$ cat config.mk
export PLATFORM = sky130hd
export DESIGN_NAME = sicond_core
export DESIGN_NICKNAME = d
export VERILOG_FILES = /design/src/common/sicond_pkg.sv /design/src/rtl/sicond_core.sv
export SDC_FILE = /design/constraint.sdc
export NUM_CORES = 2
export LEC_CHECK = 0
export ABC_AREA = 0
export BUFFER_PORTS_ARGS = -buffer_cell sky130_fd_sc_hd__buf_2
export CORE_MARGIN = 3
export CORE_UTILIZATION = 35
export CTS_CLUSTER_SIZE = 40
export DETAILED_ROUTE_END_ITERATION = 8
export SETUP_SLACK_MARGIN = 0.2
export SLEW_MARGIN = 20
export SYNTH_ARGS = -nofsm -noshare
export SYNTH_HDL_FRONTEND = slang
export SYNTH_SLANG_ARGS = --single-unit
$ cat constraint.sdc
create_clock -name clk_sys_in -period 13.85 [get_ports clk_sys_in]
set_clock_uncertainty 0.2 [all_clocks]
set_input_delay 2.77 -clock clk_sys_in [delete_from_list [all_inputs] [get_ports clk_sys_in]]
set_output_delay 2.77 -clock clk_sys_in [all_outputs]
set_load 0.01 [all_outputs]
$ cat src/common/sicond_pkg.sv
// Package of constants and types for the supply input conditioning block
package sicond_pkg;
   // Clock and timing
   localparam int CLK_HZ          = 50_000_000;
   localparam int FILT_MAX_US     = 100;
   localparam int FILT_MAX_CYC    = (FILT_MAX_US * (CLK_HZ / 1_000_000));
   localparam int TMR_W           = 13;
   localparam int RR_FULL_MS      = 20;
   localparam int RR_FULL_CYC     = RR_FULL_MS * (CLK_HZ / 1000);
   // Channel counts
   localparam int N_SFD           = 10;
   localparam int N_DED           = 5;
   localparam int N_AUX           = 5;
   localparam int N_ADC           = 13;
   localparam int ADC_W           = 12;
   localparam int AVG_CNT         = 16;
   localparam int AVG_SH          = 4;
   localparam int ACC_W           = ADC_W + AVG_SH;
   localparam logic [ADC_W-1:0] ADC_FULL = 12'hfff;
   // Per-channel conversion time in cycles; temperature channels dominate
   localparam int VOLT_CONV_CYC   = 10_000;
   localparam int TEMP_CONV_CYC   = 300_000;
   localparam int FIRST_TEMP_CH   = 10;
   // Register map (word index = offset / 4)
   localparam int ADDR_W          = 8;
   localparam logic [7:0] A_CTRL     = 8'h00;
   localparam logic [7:0] A_AUXMODE  = 8'h04;
   localparam logic [7:0] A_CHSEL    = 8'h08;
   localparam logic [7:0] A_LIMDIR   = 8'h0c;
   localparam logic [7:0] A_STATUS   = 8'h10;
   localparam logic [7:0] A_WARN     = 8'h14;
   localparam logic [7:0] A_FILT0    = 8'h20;
   localparam logic [7:0] A_PW0      = 8'h48;
   localparam logic [7:0] A_LIM0     = 8'h60;
   localparam logic [7:0] A_RES0     = 8'ha0;
   // Field positions
   localparam int CTRL_RUN        = 0;
   localparam int CTRL_AVG        = 1;
   localparam int AUX_EDGE_LSB    = 8;
   // Reset values
   localparam logic [12:0] CHSEL_RST = 13'h1fff;
   typedef enum logic [2:0] {
      SIC_IDLE = 3'b001,
      SIC_CONV = 3'b010,
      SIC_DONE = 3'b100
   } sic_rr_t;
endpackage

$ cat src/rtl/sicond_core.sv
// Supply input glitch filters, aux dual inputs and ADC round-robin scheduler
// How it works
// - Pulses shorter than timeout never reach output
// - Longer pulses pass, delayed by timeout plus three cycles (two synchroniser stages and one filter cycle)
// - Timeout programmable per detector, 0 to 100us
// - Filter is last stage after comparator
// - Aux input always taken from comparator, never aux_logic_in
// - Aux analog detector has single lowest range
// - Warning detector shares its rail's range
// - Warnings readable and ORed to sequencer
// - Thirteen ADC channels, any subset selectable
// - Round robin cycles selected channels continuously
// - Averaging takes sixteen conversions per channel
// - Cycle end stores results and compares limits
// - One limit per channel, max or min
// - Limit warnings readable and ORed to sequencer
// - Start by host write or sequencer command
// - Conversion time per channel, temperature longest
// - Results unsigned twelve-bit, full scale at reference
// - Digital aux level or edge detection
// - Edge mode emits pulse of programmable width
// - Digital aux uses same glitch filter
// - Digital aux outputs feed sequencer conditions
//
// Implementation choices: the register offsets and the address-and-strobe port.
`timescale 1ns/1ps
module sicond_core
   import sicond_pkg::*;
(
   input  wire logic                             clk_sys_in,
   input  wire logic                             rst_in,
   input  wire logic [sicond_pkg::N_SFD-1:0]     cmp_fault_in,
   input  wire logic [sicond_pkg::N_AUX-1:0]     aux_logic_in,
   input  wire logic [sicond_pkg::N_AUX-1:0]     aux_warn_cmp_in,
   input  wire logic                             seq_rr_start_in,
   input  wire logic                             adc_ready_in,
   input  wire logic [sicond_pkg::ADC_W-1:0]     adc_code_in,
   input  wire logic [sicond_pkg::ADDR_W-1:0]    addr_in,
   input  wire logic [31:0]                      wdata_in,
   input  wire logic                             wr_in,
   input  wire logic                             rd_in,
   output logic [31:0]                           rdata_out,
   output logic [sicond_pkg::N_SFD-1:0]          fault_out,
   output logic [sicond_pkg::N_AUX-1:0]          aux_cond_out,
   output logic [sicond_pkg::N_AUX-1:0]          aux_analog_out,
   output logic                                  warning_out,
   output logic [3:0]                            adc_ch_out,
   output logic                                  adc_start_out,
   output logic                                  rr_busy_out
);
   import sicond_pkg::*;

   typedef logic [TMR_W-1:0] sic_tmr_t;
   typedef struct packed {
      logic [N_SFD-1:0]              s1;
      logic [N_SFD-1:0]              s2;
      logic [N_AUX-1:0]              w1;
      logic [N_AUX-1:0]              w2;
      logic [N_SFD-1:0][TMR_W-1:0]   fcnt;
      logic [N_SFD-1:0]              filt;
      logic [N_SFD-1:0][TMR_W-1:0]   ftim;
      logic [N_AUX-1:0][TMR_W-1:0]   pw;
      logic [N_AUX-1:0][TMR_W-1:0]   pcnt;
      logic [N_AUX-1:0]              pulse;
      logic [N_AUX-1:0]              aux_dig;
      logic [N_AUX-1:0]              aux_edge;
      logic [N_ADC-1:0]              chsel;
      logic [N_ADC-1:0]              limdir;
      logic [N_ADC-1:0][ADC_W-1:0]   lim;
      logic [N_ADC-1:0][ADC_W-1:0]   res;
      logic [N_ADC-1:0][ACC_W-1:0]   acc;
      logic [N_ADC-1:0]              adc_warn;
      logic                          run;
      logic                          avg;
      sic_rr_t                       rr;
      logic [3:0]                    ch;
      logic [AVG_SH-1:0]             nconv;
      logic                          start;
      logic [31:0]                   rdata;
   } sic_state_t;

   sic_state_t st_reg;
   sic_state_t st_next;
   logic [N_AUX-1:0] wsync;
   logic [N_AUX-1:0] aux_out;
   logic [N_AUX-1:0] sec_warn;

   ////////////////////////////////////////////////////////////////////////
   // Combinational next state

   // Next selected channel above cur, 4'hf when none is left
   function automatic logic [3:0] next_ch(input logic [N_ADC-1:0] sel,
                                           input logic [3:0] cur);
      logic [3:0] r;
      logic       hit;
      r = cur;
      hit = 1'b0;
      for (int i = N_ADC - 1; i >= 0; i--) begin
         if (sel[i] && (i > int'(cur))) begin
            r = 4'(i);
            hit = 1'b1;
         end
      end
      if (!hit) begin
         r = 4'hf;
      end
      return r;
   endfunction

   // Lowest selected channel, 4'hf when nothing is selected
   function automatic logic [3:0] first_ch(input logic [N_ADC-1:0] sel);
      logic [3:0] r;
      r = 4'hf;
      for (int i = N_ADC - 1; i >= 0; i--) begin
         if (sel[i]) begin
            r = 4'(i);
         end
      end
      return r;
   endfunction

   always_comb begin
      logic [3:0] nx;
      logic [7:0] idx;
      logic       go;
      logic [N_SFD-1:0] raw;
      nx = 4'h0;
      idx = 8'h00;
      go = 1'b0;
      raw = '0;
      st_next = st_reg;
      st_next.start = 1'b0;
      // Two-stage synchronisers for the asynchronous comparator lines
      st_next.s1 = cmp_fault_in;
      st_next.s2 = st_reg.s1;
      st_next.w1 = aux_warn_cmp_in;
      st_next.w2 = st_reg.w1;
      // Aux uses its comparator line in both modes; aux_logic_in is not used
      raw = st_reg.s2;
      for (int i = 0; i < N_AUX; i++) begin
         if (st_reg.aux_dig[i]) begin
            raw[N_DED+i] = st_reg.s2[N_DED+i];
         end
      end

      // Glitch filter: output follows input only after a stable timeout
      // Any return to the old level restarts the count, so short pulses die
      for (int i = 0; i < N_SFD; i++) begin
         if (raw[i] == st_reg.filt[i]) begin
            st_next.fcnt[i] = '0;
         end else if (st_reg.fcnt[i] >= st_reg.ftim[i]) begin
            st_next.filt[i] = raw[i];
            st_next.fcnt[i] = '0;
         end else begin
            st_next.fcnt[i] = st_reg.fcnt[i] + 1'b1;
         end
      end

      // Edge mode pulse generators
      for (int i = 0; i < N_AUX; i++) begin
         if (st_next.filt[N_DED+i] != st_reg.filt[N_DED+i]) begin
            st_next.pulse[i] = (st_reg.pw[i] != '0);
            st_next.pcnt[i] = '0;
         end else if (st_reg.pulse[i]) begin
            if (st_reg.pcnt[i] + 1'b1 >= st_reg.pw[i]) begin
               st_next.pulse[i] = 1'b0;
            end
            st_next.pcnt[i] = st_reg.pcnt[i] + 1'b1;
         end
      end

      ////////////////////////////////////////////////////////////////////
      // Register writes
      if (wr_in) begin
         idx = addr_in;
         unique case (1'b1)
            (addr_in == A_CTRL): begin
               st_next.run = wdata_in[CTRL_RUN];
               st_next.avg = wdata_in[CTRL_AVG];
               st_next.start = wdata_in[CTRL_RUN];
            end
            (addr_in == A_AUXMODE): begin
               st_next.aux_dig = wdata_in[N_AUX-1:0];
               st_next.aux_edge =
                  wdata_in[AUX_EDGE_LSB+N_AUX-1:AUX_EDGE_LSB];
            end
            (addr_in == A_CHSEL): begin
               st_next.chsel = wdata_in[N_ADC-1:0];
            end
            (addr_in == A_LIMDIR): begin
               st_next.limdir = wdata_in[N_ADC-1:0];
            end
            // Low TMR_W bits above the maximum clamp to it; higher bits are dropped, so larger values wrap
            (addr_in >= A_FILT0 && addr_in < A_FILT0 + 8'(4*N_SFD)): begin
               st_next.ftim[(idx - A_FILT0) >> 2] =
                  (wdata_in[TMR_W-1:0] > sic_tmr_t'(FILT_MAX_CYC)) ?
                  sic_tmr_t'(FILT_MAX_CYC) : wdata_in[TMR_W-1:0];
            end
            (addr_in >= A_PW0 && addr_in < A_PW0 + 8'(4*N_AUX)): begin
               st_next.pw[(idx - A_PW0) >> 2] =
                  (wdata_in[TMR_W-1:0] > sic_tmr_t'(FILT_MAX_CYC)) ?
                  sic_tmr_t'(FILT_MAX_CYC) : wdata_in[TMR_W-1:0];
            end
            (addr_in >= A_LIM0 && addr_in < A_LIM0 + 8'(4*N_ADC)): begin
               st_next.lim[(idx - A_LIM0) >> 2] = wdata_in[ADC_W-1:0];
            end
            default: ;
         endcase
      end
      if (seq_rr_start_in) begin
         st_next.run = 1'b1;
         st_next.start = 1'b1;
      end

      ////////////////////////////////////////////////////////////////////
      // Round-robin scheduler
      // A one-shot start runs one cycle even when run is already cleared
      go = st_reg.start || st_reg.run;
      unique case (st_reg.rr)
         SIC_IDLE: begin
            nx = first_ch(st_reg.chsel);
            if (go && nx != 4'hf) begin
               st_next.ch = nx;
               st_next.nconv = '0;
               st_next.acc = '0;
               st_next.rr = SIC_CONV;
            end
         end
         SIC_CONV: begin
            // Conversion time is set by the converter's ready pulse
            if (adc_ready_in) begin
               st_next.acc[st_reg.ch] = st_reg.acc[st_reg.ch] +
                  ACC_W'(adc_code_in);
               st_next.nconv = st_reg.nconv + 1'b1;
               if (!st_reg.avg || st_reg.nconv == 4'(AVG_CNT-1)) begin
                  nx = next_ch(st_reg.chsel, st_reg.ch);
                  st_next.nconv = '0;
                  if (nx == 4'hf) begin
                     st_next.rr = SIC_DONE;
                  end else begin
                     st_next.ch = nx;
                  end
               end
            end
         end
         SIC_DONE: begin
            // Averaged sum keeps its top twelve bits as the result
            for (int i = 0; i < N_ADC; i++) begin
               if (st_reg.chsel[i]) begin
                  st_next.res[i] = st_reg.avg ?
                     st_reg.acc[i][ACC_W-1:AVG_SH] :
                     st_reg.acc[i][ADC_W-1:0];
                  st_next.adc_warn[i] = st_reg.limdir[i] ?
                     (st_next.res[i] < st_reg.lim[i]) :
                     (st_next.res[i] > st_reg.lim[i]);
               end
            end
            st_next.rr = SIC_IDLE;
         end
         default: st_next.rr = SIC_IDLE;
      endcase

      ////////////////////////////////////////////////////////////////////
      // Read data, one cycle later; unmapped addresses read as zero
      st_next.rdata = 32'h0;
      if (rd_in) begin
         idx = addr_in;
         unique case (1'b1)
            (addr_in == A_CTRL): begin
               st_next.rdata = {30'h0, st_reg.avg, st_reg.run};
            end
            (addr_in == A_AUXMODE): begin
               st_next.rdata = {19'h0, st_reg.aux_edge, 3'h0,
                                st_reg.aux_dig};
            end
            (addr_in == A_CHSEL): begin
               st_next.rdata = {19'h0, st_reg.chsel};
            end
            (addr_in == A_LIMDIR): begin
               st_next.rdata = {19'h0, st_reg.limdir};
            end
            (addr_in == A_STATUS): begin
               st_next.rdata = {11'h0, aux_out, st_reg.filt,
                                5'h0, (st_reg.rr != SIC_IDLE)};
            end
            (addr_in == A_WARN): begin
               st_next.rdata = {14'h0, sec_warn, st_reg.adc_warn};
            end
            (addr_in >= A_FILT0 && addr_in < A_FILT0 + 8'(4*N_SFD)): begin
               st_next.rdata = {19'h0, st_reg.ftim[(idx - A_FILT0) >> 2]};
            end
            (addr_in >= A_PW0 && addr_in < A_PW0 + 8'(4*N_AUX)): begin
               st_next.rdata = {19'h0, st_reg.pw[(idx - A_PW0) >> 2]};
            end
            (addr_in >= A_LIM0 && addr_in < A_LIM0 + 8'(4*N_ADC)): begin
               st_next.rdata = {20'h0, st_reg.lim[(idx - A_LIM0) >> 2]};
            end
            (addr_in >= A_RES0 && addr_in < A_RES0 + 8'(4*N_ADC)): begin
               st_next.rdata = {20'h0, st_reg.res[(idx - A_RES0) >> 2]};
            end
            default: st_next.rdata = 32'h0;
         endcase
      end
   end

   ////////////////////////////////////////////////////////////////////////
   // State register
   // Reset leaves every channel selected so a bare start converts all
   always_ff @(posedge clk_sys_in) begin
      if (rst_in) begin
         st_reg <= '0;
         st_reg.rr <= SIC_IDLE;
         st_reg.chsel <= CHSEL_RST;
      end else begin
         st_reg <= st_next;
      end
   end

   ////////////////////////////////////////////////////////////////////////
   // Outputs
   // Only the second synchroniser stage feeds the warning logic
   assign wsync = st_reg.w2;
   genvar g;
   generate
      for (g = 0; g < N_AUX; g++) begin : g_aux
         // Level follows filtered input, edge gives timed pulse
         assign aux_out[g] = st_reg.aux_edge[g] ? st_reg.pulse[g] :
                             st_reg.filt[N_DED+g];
         // Secondary detector only live in digital mode, same range
         assign sec_warn[g] = st_reg.aux_dig[g] & wsync[g];
         assign aux_cond_out[g] = st_reg.aux_dig[g] & aux_out[g];
         assign aux_analog_out[g] = ~st_reg.aux_dig[g];
      end
   endgenerate
   assign fault_out = st_reg.filt;
   assign warning_out = (|sec_warn) | (|st_reg.adc_warn);
   assign adc_ch_out = st_reg.ch;
   assign adc_start_out = (st_reg.rr == SIC_CONV);
   assign rr_busy_out = (st_reg.rr != SIC_IDLE);
   assign rdata_out = st_reg.rdata;
endmodule

==> results.yml <==
timing:
  post-route-period-util: 0.484
  finalMaxSlewViolations: 0
  setup_viol: 0
  hold_violations: 0
  tightest_slew_ns: 1.29
  fmax_ghz: 0.149
  finalSetupTns_ns: 0
  finalHoldWorstSlack_ns: 0.237
  slew_headroom: 0.137
  period_minus_slack_ns: 6.70
  rsz0062_at_grt: "no"
logic_synthesis:
  ys_types: 84
  ys_ff_latch: 1039
  ys_top_cells_by_area: "dfxtp_1 37%, ha_1 8.5%, mux2i_1 7.4%"
  synth-edff-count: 0
  synth_top_area_frac: 0.366
  synth_top_area_cell: "dfxtp_1"
  seq_area_frac_synth: 0.366
  synth.avg_cell_area_um2: 8.92
  synth_ff_type: "dfxtp_1"
  synth-async-reset-ratio: 0
  ys_warn_count: 0
  synthesis.area_um2: 56900
  synthCells: 6373
floorplanning:
  die_h_um: 409
  die_w_um: 409
  ios: 137
  dieArea_um2: 167000
  std_cell_rows: 147
  core_um2: 161000
  initial_core_util: 0.353
clock_network:
  cts_tree: "yes"
  insertion_delay_ns: 0.72
  cts_hold_buf: 0
  cts_setup_buffers: 0
  cts.htree.levels: 3
  cts.path.max_buffers: 3
  cts_resized: 0
  numCtsBuffers: 107
  cts_root_buffer: "clkbuf_16"
  clk_pin_slew_ns: 0.07
  cts.sinks: 1039
finish:
  area_delta_synth_final_pct: 10.1
  final_cells: 8474
  nNetsFinal: 6687
  drive_gt1_frac: 0.113
  final_common_cell: "dfxtp_1"
  final_cell_mix: "1,036 x dfxtp_1, 960 x nor2_1, 524 x nand2_1"
  largest_reg_flops: 984
  utilization: 0.389
min_path:
  worstHoldStart: "st_next[1023]"
  whs_path_depth: 1
  hold_class: "flip-flop to flip-flop"
  hold_path_end: "wsync[3]"
route:
  wire_per_inst_um: 23.2
  num_vias: 47300
  ant_nets: 0
  drt_wl_total_um: 196000
  via_per_inst: 5.58
  drcViolationCount: 0
  drt_pre_antenna_iters: 7
  dr.first_iter.drc_count: 5151
critical_path:
  rr_worst_depth: 15
  crit_type: "flip-flop to flip-flop"
  required_ns: 14.29
  worstPathArrival_ns: 7.14
  regToRegSetupSlack_ns: 7.15
  r2r-start: "adc_ch_out[0]"
  end_kind: "flip-flop"
  start_kind: "flip-flop"
  worstPathMaxFanout: 25
  regToRegEndpoint: "st_reg[265]"
placed_design:
  globalplace.congestion: 0.945
  place_hpwl_um: 144000
  io_buffers: 101
  dp_cells: 8271
power:
  p_total_mw: 6.49
  power_density_nw_per_um2: 104
  ir_drop_mv: 0.0959
  p_leak_nw: 23.6
outcome:
  status: "finished clean"
global_routing:
  overflow: 0
  grt_pass1_wl_um: 290000
  antenna_found_initial: 8
  grt_pass1_vias: 44800
  grt_start_max_net_pins: 128
  grt_usage: 0.226
flow_run:
  maxCapViolCount: 0
per-layer routing:
| layer | vias up | track usage | wire, um |
|---|---|---|---|
| li1 | 22000 | - | - |
| met1 | 23000 | 0.300 | 82600 |
| met2 | 2006 | 0.354 | 87000 |
| met3 | 367 | 0.0443 | 17100 |
| met4 | 2 | 0.106 | 9720 |
| met5 | - | 0 | 7 |
worst max-delay path, stage by stage (launching register included):
cell	delay (ns)
dfxtp_4	0.66
buf_4	0.43
buf_4	0.51
mux4_2	0.71
nand2_1	0.13
a21oi_1	0.10
a221o_1	0.29
ha_1	0.23
fa_1	0.47
a21o_1	0.23
a2111oi_0	0.86
o311ai_0	0.28
nand4_1	0.18
xnor2_1	0.39
nand2_1	0.60
o21ai_0	0.30
worst max-delay path by stage:
| stage | start | to | slack, ns | cells past startpoint |
|---|---|---|---|---|
| after floorplan | addr_in[5] | st_reg[697] | 8.19 | 14 |
| after global placement | addr_in[3] | st_reg[716] | 6.99 | 10 |
| after detailed placement | addr_in[3] | st_reg[690] | 6.91 | 10 |
| after CTS | adc_ch_out[0] | st_reg[265] | 7.40 | 15 |
| after global routing | adc_ch_out[0] | st_reg[265] | 6.88 | 15 |
| final | adc_ch_out[0] | st_reg[265] | 7.15 | 15 |
synthesized netlist by cell type (146+ instances only):
| library cell | count |
|---|---|
| o21ai_0 | 163 |
| nand3_1 | 155 |
| ha_1 | 388 |
| mux2_2 | 146 |
| dfxtp_1 | 1039 |
| nor2_1 | 972 |
| a22oi_1 | 216 |
| clkbuf_1 | 296 |
| nand2_1 | 524 |
| inv_1 | 376 |
| mux2i_1 | 423 |
| a21oi_1 | 243 |
| mux4_2 | 152 |
| xor2_1 | 186 |
cells by family after synthesis:
kind of cell             synth area share
adder cells (fa/ha/maj)            0.0857
flip-flops                          0.366
XOR/XNOR                           0.0390
other                           0.0000660
AO/OA/AOI/OAI                       0.124
AND/OR/NAND/NOR                     0.161
buffers and inverters              0.0604
multiplexers                        0.164
per-stage QoR:
step | cell area [um2] | setup slack (ns)
after global routing | 62600 | 6.88
final | 62600 | 7.15
after detailed placement | 58800 | 6.91
after CTS | 62500 | 7.40
after floorplan | 56900 | 8.19
after global placement | 58800 | 6.99
where the power goes:
group	internal, mW	switching [mW]	total [mW]
clock	1.77	1.30	3.08
sequential	3.00	0.0185	3.02
combinational	0.0945	0.304	0.398
total	4.86	1.63	6.49
final cells by class:
class | count | area, um2
clock inverters | 40 | 504
clock buffers | 159 | 3240
well taps | 2160 | 2700
inverters | 380 | 1430
diodes | 4 | 10.0
fillers | 16000 | 98300
flip-flops and latches | 1039 | 20800
repair buffers | 181 | 1140
multi-input cells | 4511 | 32800
Power figures use the tool's default switching activity.
